<file path="config.mk">
export PLATFORM = sky130hd
export DESIGN_NAME = mcu_ctrl
export DESIGN_NICKNAME = d
export VERILOG_FILES = /design/src/core/mcu_ctrl.v
export VERILOG_INCLUDE_DIRS = /design/src /design/src/core
export SDC_FILE = /design/constraint.sdc
export NUM_CORES = 1
export LEC_CHECK = 0
export ABC_AREA = 1
export BUFFER_PORTS_ARGS = -buffer_cell sky130_fd_sc_hd__buf_2
export CORE_UTILIZATION = 25
export DETAILED_ROUTE_END_ITERATION = 8
export PLACE_DENSITY_LB_ADDON = 0.12
export SLEW_MARGIN = 0
export SYNTH_ARGS = -nofsm -noshare
export SYNTH_HDL_FRONTEND = slang
export SYNTH_SLANG_ARGS = --single-unit
</file>
<file path="constraint.sdc">
create_clock -name clk -period 2.1 [get_ports clk]
set_clock_uncertainty 0.05 [all_clocks]
set_input_delay 0.42 -clock clk [delete_from_list [all_inputs] [get_ports clk]]
set_output_delay 0.42 -clock clk [all_outputs]
set_load 0.02 [all_outputs]
</file>
<file path="src/core/mcu_defines.vh">
// Register offsets, field positions, reset values and timing counts
`ifndef MCU_DEFINES_VH
`define MCU_DEFINES_VH

// ----------------------------------------------------------------------
// Register map (byte addresses; index 0x03 times four)
// ----------------------------------------------------------------------
`define MCU_IDX_CTRL2        8'h03
`define MCU_ADDR_CTRL2       8'h0c
`define MCU_ADDR_STATUS      8'h40
`define MCU_ADDR_MASK        8'h44
`define MCU_ADDR_UPLOAD      8'h48
`define MCU_ADDR_PINSEL      8'h4c

// ----------------------------------------------------------------------
// Field positions inside metering_control_second
// ----------------------------------------------------------------------
`define MCU_F_XSRC           20
`define MCU_F_EDGE_HI        19
`define MCU_F_EDGE_LO        18
`define MCU_F_BAUD2X         17
`define MCU_F_UPEN           16
`define MCU_F_LSEN           15
`define MCU_F_B_INV          14
`define MCU_F_B_EN           13
`define MCU_F_B_SRC          12
`define MCU_F_RSVD           11
`define MCU_F_A_INV          10
`define MCU_CTRL_MASK        32'h001ff400
`define MCU_CTRL_RESET       32'h00000000

// ----------------------------------------------------------------------
// Edge modes
// ----------------------------------------------------------------------
`define MCU_EDGE_FALL        2'h0
`define MCU_EDGE_RISE        2'h1
`define MCU_EDGE_BOTH        2'h2
`define MCU_EDGE_OFF         2'h3

// ----------------------------------------------------------------------
// Timing: 25 MHz clock, 50 Hz tick, SPI upload baud 4800/9600
// ----------------------------------------------------------------------
`define MCU_CLK_HZ           25000000
`define MCU_LS_HZ            50
`define MCU_LS_CYCLES        (`MCU_CLK_HZ / `MCU_LS_HZ)
`define MCU_SPI_BAUD         4800
`define MCU_SPI_BIT_CYCLES   (`MCU_CLK_HZ / `MCU_SPI_BAUD)

`endif

</file>
<file path="src/core/mcu_ctrl.v">
// Metering control upper fields: register bank and the logic it steers
// Behaviour
// - Edge 0 falling, 1 rising crossing
// - Edge 2 both directions, 3 off
// - Upload enable sends accumulated data unpolled on each low-speed tick that finds the upload serialiser idle
// - Upload pin selectable among P0 to P6
// - Baud bit clear: UART last baud, SPI 4800
// - Baud bit set: UART double, SPI 9600
// - Low-speed accumulator enable, 50 Hz rate
// - Pulse out b invert bit flips polarity
// - Pulse out b driven only when enabled
// - Pulse out b source accumulator 1 or 2
// - Pulse out a invert bit flips polarity
// - Crossing source current A or B
//
// Design decision made here: register access over APB.
`timescale 1ns/1ps
`default_nettype none
`include "mcu_defines.vh"

module mcu_ctrl #(
  parameter integer LS_CYCLES  = `MCU_LS_CYCLES,
  parameter integer SPI_CYCLES = `MCU_SPI_BIT_CYCLES,
  parameter integer NPINS      = 7
) (
  input  wire        clk,
  input  wire        srst,
  input  wire        ce,
  input  wire        psel,
  input  wire        penable,
  input  wire        pwrite,
  input  wire [7:0]  paddr,
  input  wire [31:0] pwdata,
  output reg  [31:0] prdata,
  output reg         pready,
  output reg         pslverr,
  output reg         irq,
  input  wire        cur_a_sign,
  input  wire        cur_b_sign,
  input  wire        accum1_pulse,
  input  wire        accum2_pulse,
  input  wire        pulse_a_raw,
  input  wire        link_is_spi,
  input  wire [15:0] last_uart_bit_cycles,
  output reg         zero_cross,
  output reg         low_speed_tick,
  output reg  [31:0] low_speed_count,
  output reg         pulse_out_a,
  output reg         pulse_out_b,
  output reg         pulse_out_b_oe,
  output reg  [6:0]  upload_pins
);

  // --------------------------------------------------------------------
  // Input synchronisers (pins from outside the clock domain)
  // --------------------------------------------------------------------
  reg [1:0] sync_a;
  reg [1:0] sync_b;
  reg [1:0] sync_p1;
  reg [1:0] sync_p2;
  reg [1:0] sync_pa;
  reg       prev_sign;
  reg       prev_p1;
  reg       prev_p2;

  always @(posedge clk) begin
    if (srst) begin
      sync_a  <= 2'h0;
      sync_b  <= 2'h0;
      sync_p1 <= 2'h0;
      sync_p2 <= 2'h0;
      sync_pa <= 2'h0;
    end else if (ce) begin
      sync_a  <= {sync_a[0], cur_a_sign};
      sync_b  <= {sync_b[0], cur_b_sign};
      sync_p1 <= {sync_p1[0], accum1_pulse};
      sync_p2 <= {sync_p2[0], accum2_pulse};
      sync_pa <= {sync_pa[0], pulse_a_raw};
    end
  end

  // --------------------------------------------------------------------
  // Registers
  // --------------------------------------------------------------------
  reg [31:0] metering_control_second;
  reg [2:0]  status;
  reg [2:0]  mask;
  reg [31:0] upload_data;
  reg [2:0]  pin_configuration_setting;

  wire [1:0] edge_mode              = metering_control_second[
                                        `MCU_F_EDGE_HI:`MCU_F_EDGE_LO];
  wire       crossing_source_select = metering_control_second[`MCU_F_XSRC];
  wire       upload_baud_double     = metering_control_second[`MCU_F_BAUD2X];
  wire       upload_enable          = metering_control_second[`MCU_F_UPEN];
  wire       low_speed_accum_enable = metering_control_second[`MCU_F_LSEN];
  wire       pulse_out_b_invert     = metering_control_second[`MCU_F_B_INV];
  wire       pulse_out_b_enable     = metering_control_second[`MCU_F_B_EN];
  wire       pulse_out_b_source     = metering_control_second[`MCU_F_B_SRC];
  wire       pulse_out_a_invert     = metering_control_second[`MCU_F_A_INV];

  wire       wr_en   = psel & penable & pwrite & ~pready;
  wire       rd_en   = psel & penable & ~pwrite & ~pready;
  wire       addr_ok = (paddr == `MCU_ADDR_CTRL2) |
                       (paddr == `MCU_ADDR_STATUS) |
                       (paddr == `MCU_ADDR_MASK) |
                       (paddr == `MCU_ADDR_UPLOAD) |
                       (paddr == `MCU_ADDR_PINSEL);

  // --------------------------------------------------------------------
  // Zero-crossing detection
  // --------------------------------------------------------------------
  wire cur_sign = crossing_source_select ? sync_b[1] : sync_a[1];
  wire fall     = prev_sign & ~cur_sign;
  wire rise     = ~prev_sign & cur_sign;
  reg  next_zero_cross;

  // Edge mode picks which transitions count
  always @* begin
    case (edge_mode)
      `MCU_EDGE_FALL: next_zero_cross = fall;
      `MCU_EDGE_RISE: next_zero_cross = rise;
      `MCU_EDGE_BOTH: next_zero_cross = fall | rise;
      `MCU_EDGE_OFF:  next_zero_cross = 1'b0;
      default:        next_zero_cross = 1'b0;
    endcase
  end

  // --------------------------------------------------------------------
  // Low-speed accumulator: 50 Hz tick and a running count of the ticks
  // --------------------------------------------------------------------
  reg [31:0] ls_div;
  wire       ls_wrap = (ls_div == LS_CYCLES - 1);

  // --------------------------------------------------------------------
  // Upload serialiser state machine
  // --------------------------------------------------------------------
  localparam [1:0] UP_IDLE  = 2'h0;
  localparam [1:0] UP_SHIFT = 2'h1;
  localparam [1:0] UP_GAP   = 2'h2;

  reg [1:0]  up_state;
  reg [9:0]  up_frame;
  reg [3:0]  up_bits;
  reg [16:0] up_cnt;
  reg        up_line;
  reg [1:0]  up_byte;
  reg [31:0] up_latch;

  // Bit time: SPI fixed 4800/9600, UART reuses last baud or doubles it
  wire [16:0] base_cycles = link_is_spi ? SPI_CYCLES[16:0]
                                        : {1'b0, last_uart_bit_cycles};
  wire [16:0] bit_cycles  = upload_baud_double ? {1'b0, base_cycles[16:1]}
                                               : base_cycles;
  wire [7:0]  up_octet    = up_latch[8*up_byte +: 8];

  // --------------------------------------------------------------------
  // Main sequential process
  // --------------------------------------------------------------------
  always @(posedge clk) begin
    if (srst) begin
      metering_control_second   <= `MCU_CTRL_RESET;
      status                    <= 3'h0;
      mask                      <= 3'h0;
      upload_data               <= 32'h00000000;
      pin_configuration_setting <= 3'h0;
      prdata                    <= 32'h00000000;
      pready                    <= 1'b0;
      pslverr                   <= 1'b0;
      irq                       <= 1'b0;
      prev_sign                 <= 1'b0;
      prev_p1                   <= 1'b0;
      prev_p2                   <= 1'b0;
      zero_cross                <= 1'b0;
      ls_div                    <= 32'h00000000;
      low_speed_tick            <= 1'b0;
      low_speed_count           <= 32'h00000000;
      pulse_out_a               <= 1'b0;
      pulse_out_b               <= 1'b0;
      pulse_out_b_oe            <= 1'b0;
      up_state                  <= UP_IDLE;
      up_frame                  <= 10'h3ff;
      up_bits                   <= 4'h0;
      up_cnt                    <= 17'h00000;
      up_line                   <= 1'b1;
      up_byte                   <= 2'h0;
      up_latch                  <= 32'h00000000;
      upload_pins               <= 7'h7f;
    end else if (ce) begin
      prev_sign  <= cur_sign;
      prev_p1    <= sync_p1[1];
      prev_p2    <= sync_p2[1];
      zero_cross <= next_zero_cross;

      // APB slave: one wait state, pready one cycle
      pready  <= psel & penable & ~pready;
      pslverr <= psel & penable & ~pready & ~addr_ok;
      if (wr_en) begin
        case (paddr)
          // Only documented bits are writable; bit 11 is held at 0
          `MCU_ADDR_CTRL2:  metering_control_second <=
                              pwdata & `MCU_CTRL_MASK &
                              ~(32'h1 << `MCU_F_RSVD);
          `MCU_ADDR_MASK:   mask <= pwdata[2:0];
          `MCU_ADDR_UPLOAD: upload_data <= pwdata;
          `MCU_ADDR_PINSEL: pin_configuration_setting <= pwdata[2:0];
          default: ;
        endcase
      end
      if (rd_en) begin
        case (paddr)
          `MCU_ADDR_CTRL2:  prdata <= metering_control_second;
          `MCU_ADDR_STATUS: prdata <= {29'h0, status};
          `MCU_ADDR_MASK:   prdata <= {29'h0, mask};
          `MCU_ADDR_UPLOAD: prdata <= upload_data;
          `MCU_ADDR_PINSEL: prdata <= {29'h0, pin_configuration_setting};
          default:          prdata <= 32'h00000000;
        endcase
      end

      // Sticky status: bit0 crossing, bit1 tick, bit2 upload done.
      // Read clears, but an event in the same cycle survives.
      status <= ((rd_en && paddr == `MCU_ADDR_STATUS) ? 3'h0 : status) |
                {up_state == UP_GAP && up_byte == 2'h0,
                 ls_wrap & low_speed_accum_enable,
                 next_zero_cross};
      irq <= |(status & mask);

      // Low-speed accumulator runs only while enabled
      low_speed_tick <= 1'b0;
      if (low_speed_accum_enable) begin
        ls_div <= ls_wrap ? 32'h0 : ls_div + 32'h1;
        if (ls_wrap) begin
          low_speed_tick  <= 1'b1;
          low_speed_count <= low_speed_count + 32'h1;
        end
      end else begin
        ls_div <= 32'h0;
      end

      // Pulse outputs
      pulse_out_a <= sync_pa[1] ^ pulse_out_a_invert;
      pulse_out_b <= pulse_out_b_enable &
                     ((pulse_out_b_source ? sync_p2[1] : sync_p1[1]) ^
                      pulse_out_b_invert);
      pulse_out_b_oe <= pulse_out_b_enable;

      // Upload: 8N1 frames of the four data bytes, LSB first
      case (up_state)
        UP_IDLE: begin
          up_line <= 1'b1;
          if (upload_enable && ls_wrap) begin
            up_latch <= upload_data;
            up_byte  <= 2'h0;
            up_frame <= {1'b1, upload_data[7:0], 1'b0};
            up_bits  <= 4'h0;
            // Count runs to zero inclusive, so load one less than a bit
            up_cnt   <= bit_cycles - 17'h1;
            up_state <= UP_SHIFT;
          end
        end
        UP_SHIFT: begin
          up_line <= up_frame[0];
          if (up_cnt == 17'h0) begin
            up_cnt   <= bit_cycles - 17'h1;
            up_frame <= {1'b1, up_frame[9:1]};
            up_bits  <= up_bits + 4'h1;
            if (up_bits == 4'h9) begin
              up_byte  <= up_byte + 2'h1;
              up_state <= UP_GAP;
            end
          end else begin
            up_cnt <= up_cnt - 17'h1;
          end
        end
        UP_GAP: begin
          up_line <= 1'b1;
          if (up_byte == 2'h0 || !upload_enable) begin
            up_byte  <= 2'h0;
            up_cnt   <= 17'h0;
            up_state <= UP_IDLE;
          end else begin
            up_frame <= {1'b1, up_octet, 1'b0};
            up_bits  <= 4'h0;
            up_cnt   <= bit_cycles - 17'h1;
            up_state <= UP_SHIFT;
          end
        end
        default: up_state <= UP_IDLE;
      endcase

      // Route the serial line to the chosen pin, others idle high
      upload_pins <= 7'h7f;
      if (pin_configuration_setting < NPINS[2:0])
        upload_pins[pin_configuration_setting] <= up_line;
    end
  end

endmodule
`default_nettype wire

</file>
==> parameters.txt, run 1 <==
Parameter                              Value

Synthesis
  Synthesis-stage register bit count    240
  Share of synthesized area occupied by flip-flops and latches    39.0%
  Post-synthesis cell count    1842
  Synthesized Nets    1923
  Synth cell types    46
  Synth warn    0
  Post-Synthesis Cell Area    12300 um2
  Average instance area after synthesis    6.69 um2
  Main flop type after synthesis    dfxtp_1
  Count of flip-flops with a built-in enable after synthesis    0
  Proportion of synthesized flip-flops having asynchronous set or reset    0%

Global routing
  Remaining global-route overflow    0
  Grt met3 use    1.97%
  Global routing's busiest layer    met2
  Wire length of the first global-routing pass    63.7 mm
  Global routing usage summed across all routing layers    15.7%
  Number of antenna violations at the first check in global routing    0
  Vias in the first global route    11800
  Met2 demand-to-capacity share in global routing    26.2%
  Global-route track usage on met1    21.4%
  Largest net degree at the start of global routing    71

Critical path
  Worst path max stage delay    0.35 ns
  Worst Path Max Fanout    7
  Worst Setup EP    up_cnt[4]$_SDFFE_PP0P_
  Worst r2r src    ls_div[0]$_SDFFE_PP0P_
  Type of the setup path with the least slack    register to register
  Length in cells of the worst reg-to-reg path    13
  Critical path startpoint category    register
  CP Data Arrival Time    2.41 ns
  Required time worst endpoint    2.50 ns
  Source of the critical timing path    ls_div[0]$_SDFFE_PP0P_
  R2r setup slk    0.1 ns
  Worst R2R End    up_cnt[4]$_SDFFE_PP0P_
  Slowest-stage cell, CP    dfxtp_2
  Crit path cell chain    ha_4 -> nand2_2 -> nor2_4 -> nand3_2 -> nor2_4 -> nand3_2 -> nand2_2 -> nand2_4 -> nor2_4 -> clkbuf_16 -> o21ai_0 -> a21oi_1 -> nor2_1
  Cell repeated most along the worst path    nor2_4
  Worst Setup End Kind    register

Floorplanning
  Die Wd    224 um
  Die Area    50200 um2
  Std-Cell Core Area    48100 um2
  I/O pin count    147
  Initial core utilization    25.6%
  Chip height    224 um
  FP Rows    80

Layout
  Final cell utilization of the core    33.1%
  Post-synthesis to final-layout area growth    29.5%
  Fraction of final layout cells with drive strength greater than 1    21.2%
  Inserted Diodes    0
  Number of nets in the layout    2160
  Final Non-Filler Cells    2757

CTS
  Clock slew at the register clock pins of the worst setup and hold paths    0.06 ns
  Root Buffer    clkbuf_16
  Clock Sinks    240
  Clock latency on the worst-skew pair    0.58 ns
  TritonCTS clock tree    yes
  H-tree level count    1
  Max Root-Sink Buffers    3
  CTS buffer count    30

Pwr
  Worst IR drop on VDD    0.601 mV
  Power density relative to cell area    718 nW/um2
  Total leakage power    6.76 nW

Detailed routing
  Remaining routing DRC violations    0
  Post-DR wirelength/cell    14.6 um
  Drt via density    4.49
  First-pass DRT Iterations    7
  DR iter-0 viols    700
  Aggregate routed wire length    40.3 mm
  Vias    12400
  Antenna-violating nets left    0

Job
  Max-cap viol count    0

Timing
  Slew margin rel.    64.5%
  Post-route fraction of the period consumed by the critical path    95.3%
  Total negative slack    0 ns
  Final setup violation count    0
  Setup repair after global routing missed its margin    true
  Final-report hold violation count    0
  Min Tclk post-route    2.00 ns
  Max frequency    0.500 GHz
  Count of final max-slew check failures    0
  Transition time at the pin with the least slew margin    0.525 ns
  Post-route setup slack    0.0983 ns
  Worst Hold Margin    0.0329 ns

Hold path
  Min-Delay Startpoint    pulse_a_raw
  WHS Path Cells    3
  Min-delay worst type    input pin to register

Placement
  IO Port Bufs    146
  HPWL Detailed    29.7 mm
  Routability congestion estimate    0.857
  Minimum setup slack after placement    -0.0115 ns
  Placed Cells incl. Taps    2693

Outcome
  Result of the run    completed
-- worst min-delay path by stage --
stage | to | slack [ns]
CTS | sync_pa[0]$_SDFFE_PP0P_ | 0.01
floorplan | sync_p2[1]$_SDFFE_PP0P_ | 0.38
detailed placement | upload_pins[5]$_SDFFE_PP1P_ | 0.40
global route | sync_pa[0]$_SDFFE_PP0P_ | 0.03
finish | sync_pa[0]$_SDFFE_PP0P_ | 0.03
global placement | upload_pins[6]$_SDFFE_PP1P_ | 0.40
-- stage by stage --
stage | power [W] | area (um2)
final | 0.0115 | 16000
after global placement | 0.00629 | 14700
after CTS | 0.0115 | 15700
after floorplan | 0.00567 | 12300
after global routing | 0.0120 | 16000
after detailed placement | 0.00628 | 14700
-- power by group --
part           switching, W  internal, W
sequential        0.0000588      0.00465
clock               0.00211      0.00306
combinational      0.000944     0.000631
-- area by class of cell --
class / count / area [um2]
fillers: 5353 / 32200
clock inverters: 13 / 118
well taps: 656 / 821
repair buffers: 285 / 1990
inverters: 196 / 743
multi-input cells: 1326 / 6610
flip-flops and latches: 240 / 4820
clock buffers: 41 / 853
-- sequential cells by signal, summed over array words and instances (netlist names), 3 cells and up --
signal,count
up_cnt,17
pin_configuration_setting,3
prdata,32
upload_pins,7
upload_data,32
mask,3
status,3
low_speed_count,32
up_frame,9
up_latch,32
up_bits,4
ls_div,32
metering_control_second,10
-- cells by family after synthesis --
kind of cell / Yosys count / synth area share, %
AND/OR/NAND/NOR: 917 / 32.0
adder cells (fa/ha/maj): 13 / 1.32
XOR/XNOR: 59 / 4.19
buffers and inverters: 276 / 8.97
flip-flops: 240 / 39.0
AO/OA/AOI/OAI: 337 / 14.6
-- per-layer routing --
| layer | up-vias | wire [um] |
|---|---|---|
| li1 | 6419 | - |
| met1 | 5695 | 19400 |
| met2 | 212 | 18700 |
| met3 | 45 | 1610 |
| met4 | 0 | 658 |
| met5 | - | 0 |
-- Yosys cell counts, types with 2 or more instances --
library cell / count / area, um2
nor3b_1: 2 / 15.0
nand2_2: 9 / 56.3
xor2_1: 43 / 377
nor4_1: 16 / 100
clkbuf_1: 49 / 184
clkinv_1: 3 / 11.3
dfxtp_1: 240 / 4800
or2_2: 4 / 25.0
nor2_2: 11 / 68.8
o21ai_0: 144 / 721
buf_4: 5 / 37.5
and3_1: 2 / 12.5
nand4_1: 28 / 175
nor3_1: 41 / 205
nand3_2: 8 / 80.1
buf_2: 21 / 105
inv_2: 11 / 41.3
nand3b_1: 2 / 15.0
nor2_1: 294 / 1100
inv_1: 182 / 683
o21ai_2: 4 / 35.0
xnor2_1: 16 / 140
nor3_2: 5 / 50.1
o21ai_1: 7 / 35.0
ha_1: 13 / 163
o221ai_1: 6 / 52.6
nand2_1: 409 / 1540
o22ai_1: 6 / 37.5
nand3_1: 77 / 385
a21oi_1: 149 / 746
nor2_4: 5 / 56.3
a22o_1: 5 / 43.8
buf_1: 3 / 11.3
o211ai_1: 10 / 75.1
-- cells in the final DEF, fill, tap and decap left out, types with 4 or more instances in the layout --
master / n
nand3_2: 12
clkbuf_16: 32
o21ai_1: 8
nor3_1: 38
ha_1: 10
inv_1: 179
clkbuf_1: 6
nor2_1: 284
o211ai_1: 10
dfxtp_2: 12
xor2_1: 43
buf_4: 122
nand2_2: 17
nand2_1: 400
o221ai_1: 6
nor3_2: 8
a22o_1: 5
buf_2: 146
buf_12: 16
o21ai_2: 4
nor2_2: 16
clkbuf_8: 4
dfxtp_1: 228
xnor2_1: 16
inv_2: 12
a21oi_1: 148
nor2_4: 10
clkinv_2: 10
nand3_1: 71
or2_2: 4
nand4_1: 28
o22ai_1: 6
o21ai_0: 143
nor4_1: 13
-- repair_timing --
action	CTS	global route
gates resized for setup	2	59
hold buffers	0	0
gates cloned	0	1
buffers inserted	0	9
setup endpoints to repair	3	84
pin swaps	0	14
-- critical path: cells and delay by family, from the launching register on --
| family | cells | cell delay [ns] |
|---|---|---|
| AND/OR/NAND/NOR | 9 | 0.94 |
| flip-flops | 1 | 0.35 |
| buffers and inverters | 1 | 0.20 |
| AO/OA/AOI/OAI | 2 | 0.20 |
| adder cells (fa/ha/maj) | 1 | 0.14 |
(Power assumes the default switching activity.)
==> inputs of run 2 (changes only) <==
clock period = 1.9 ns   (was 2.1 ns; I/O delays follow)
==> run 2 against run 1 <==
The flow now finishes with violations (setup timing); sequential power up 10%; die area unchanged; sequential share of layout area shrank 2.8 points; sequential cell count unchanged; critical endpoint is now up_latch[8]$_SDFFE_PP0P_; worst hold slack worse by 0.0081 ns; setup slack got worse by 0.16 ns; fmax increased by 2.0%; design area increased by 10%; core utilization increased by 3.3 points; clock power is 16% higher.
==> parameters.txt, run 2 (synthesis results as in run 1) <==
Parameter                              Value

Timing
  Post-route setup slack    -0.0623 ns
  Min Tclk post-route    1.96 ns
  Post-route fraction of the period consumed by the critical path    103%
  Final setup violation count    48
  Max frequency    0.510 GHz
  Final-report hold violation count    0
  Transition time at the pin with the least slew margin    0.581 ns
  Slew margin rel.    61.3%
  Setup repair after global routing missed its margin    true
  Total negative slack    -1.64 ns
  Count of final max-slew check failures    0

Layout
  Number of nets in the layout    2288
  Most frequent cells in the layout    nand2_1 (375), nor2_1 (261), dfxtp_1 (234)
  Inserted Diodes    0
  Fraction of final layout cells with drive strength greater than 1    28.1%
  Filler cell count in the final layout    5178
  Most common cell after layout, fill and taps aside    nand2_1
  Final standard cell area without fillers    17600 um2
  Post-synthesis to final-layout area growth    42.5%

Detailed routing
  Post-DR wirelength/cell    14.8 um
  Remaining routing DRC violations    0
  First-pass DRT Iterations    5
  Aggregate routed wire length    42.8 mm
  DR iter-0 viols    582
  Vias    12700
  Antenna-violating nets left    0
  Drt via density    4.42

Pwr
  Total leakage power    7.59 nW
  Power density relative to cell area    748 nW/um2
  Worst IR drop on VDD    0.671 mV

Global routing
  Vias in the first global route    12600
  Global routing usage summed across all routing layers    16.7%
  Largest net degree at the start of global routing    55
  Wire length of the first global-routing pass    67.5 mm
  Remaining global-route overflow    0
  Number of antenna violations at the first check in global routing    0

Placement
  IO Port Bufs    146
  Routability congestion estimate    0.881
  HPWL Detailed    31.3 mm
  Cell area after placement    15400 um2

Outcome
  Violated checks    setup timing
  Result of the run    complete, but fails checks

CTS
  Root Buffer    clkbuf_16
  CTS buffer count    31
  Clock latency on the worst-skew pair    0.59 ns
  Max Root-Sink Buffers    3
  H-tree level count    1
  TritonCTS clock tree    yes
  Clock Sinks    240
  Clock slew at the register clock pins of the worst setup and hold paths    0.06 ns

Hold path
  Min-delay worst type    input pin to register
  WHS Path Cells    3

Floorplanning
  Initial core utilization    25.6%
  FP Rows    80
  Die Wd    224 um
  Die Area    50200 um2
  Std-Cell Core Area    48100 um2
  Chip height    224 um
  I/O pin count    147

Critical path
  CP Data Arrival Time    2.39 ns
  Worst R2R End    up_latch[8]$_SDFFE_PP0P_
  Length in cells of the worst reg-to-reg path    11
  Required time worst endpoint    2.33 ns
  Critical path startpoint category    register
  R2r setup slk    -0.06 ns
  Worst Setup End Kind    register
  Worst r2r src    ls_div[0]$_SDFFE_PP0P_
  Worst Setup EP    up_latch[8]$_SDFFE_PP0P_
  Type of the setup path with the least slack    register to register
  Worst Path Max Fanout    16
  Source of the critical timing path    ls_div[0]$_SDFFE_PP0P_

Job
  Max-cap viol count    0
run 2: cell count changes in the layout (fill, tap and decap cells not counted), moves of 7 or more:
| cell | delta |
|---|---|
| buf_4 | +88 |
| nor2_2 | +20 |
| o21ai_2 | +7 |
| buf_6 | +8 |
| nand2_4 | +8 |
| dlygate4sd3_1 | +20 |
| nand2_1 | -25 |
| nor2_1 | -23 |
| nand2_2 | +17 |
| o21ai_0 | -13 |
run 2: critical path: stages, from the launching register on:
cell     delay, ns
dfxtp_2       0.35
ha_4          0.15
nand2_4       0.05
nor2_4        0.11
nand2_2       0.09
nor4_4        0.27
buf_4         0.17
nand4_4       0.11
buf_4         0.17
buf_12        0.15
nor2_2        0.12
nor2_1        0.06
run 2: worst min path at each step:
stage | start | endpoint | slack [ns]
2_1_floorplan | sync_p2[1]$_SDFFE_PP0P_ | sync_p2[1]$_SDFFE_PP0P_ | 0.38
5_1_grt | pwdata[5] | upload_data[5]$_SDFFE_PP0P_ | 0.03
4_1_cts | pwdata[24] | upload_data[24]$_SDFFE_PP0P_ | 0.0005
6_report | pwdata[25] | upload_data[25]$_SDFFE_PP0P_ | 0.02
3_5_place_dp | prdata[15]$_SDFFE_PP0P_ | prdata[15]$_SDFFE_PP0P_ | 0.40
3_3_place_gp | pulse_out_b_oe$_SDFFE_PP0P_ | pulse_out_b_oe$_SDFFE_PP0P_ | 0.40
run 2: layout make-up:
| type | instances | area, um2 | share of cell area, % |
|---|---|---|---|
| clock inverters | 16 | 176 | 1.00 |
| multi-input cells | 1326 | 6930 | 39.5 |
| repair buffers | 412 | 3200 | 18.2 |
| well taps | 656 | 821 | 4.67 |
| flip-flops and latches | 240 | 4810 | 27.4 |
| clock buffers | 40 | 870 | 4.95 |
| inverters | 196 | 752 | 4.28 |
run 2: through the flow:
stage               setup WS (ns)  instances  hold slack (ns)  util, %  total power [W]
CTS                       -0.0470       2867         0.000500     35.1           0.0133
detailed placement         -0.212       2786            0.404     31.9          0.00702
floorplan                  0.0129       1842            0.384        -          0.00628
global route               -0.201       2886           0.0302     36.5           0.0138
finish                    -0.0623       2886           0.0248     36.5           0.0131
global placement           -0.196       2786            0.399     31.9          0.00702
run 2: timing repair:
item / 4_1_cts / 5_1_grt
hold buffers: 20 / 0
buffers inserted: 2 / 12
resized for setup: 50 / 124
endpoints found under the setup margin: 104 / 130
endpoints found under the hold margin: 23 / 0
gates cloned: 3 / 8
pin swaps: 15 / 38
run 2: metal layers:
metal	global-route usage, %	up-vias	part of all wire (%)
li1	-	6683	-
met1	21.9	5825	47
met2	29.1	197	48
met3	2.33	37	3.6
met4	3.42	0	1.4
met5	0	-	0
run 2: where the power goes:
group | total, W | internal [W] | switching (W)
Sequential | 0.00520 | 0.00514 | 0.0000691
Clock | 0.00602 | 0.00362 | 0.00240
Combinational | 0.00191 | 0.000815 | 0.00109
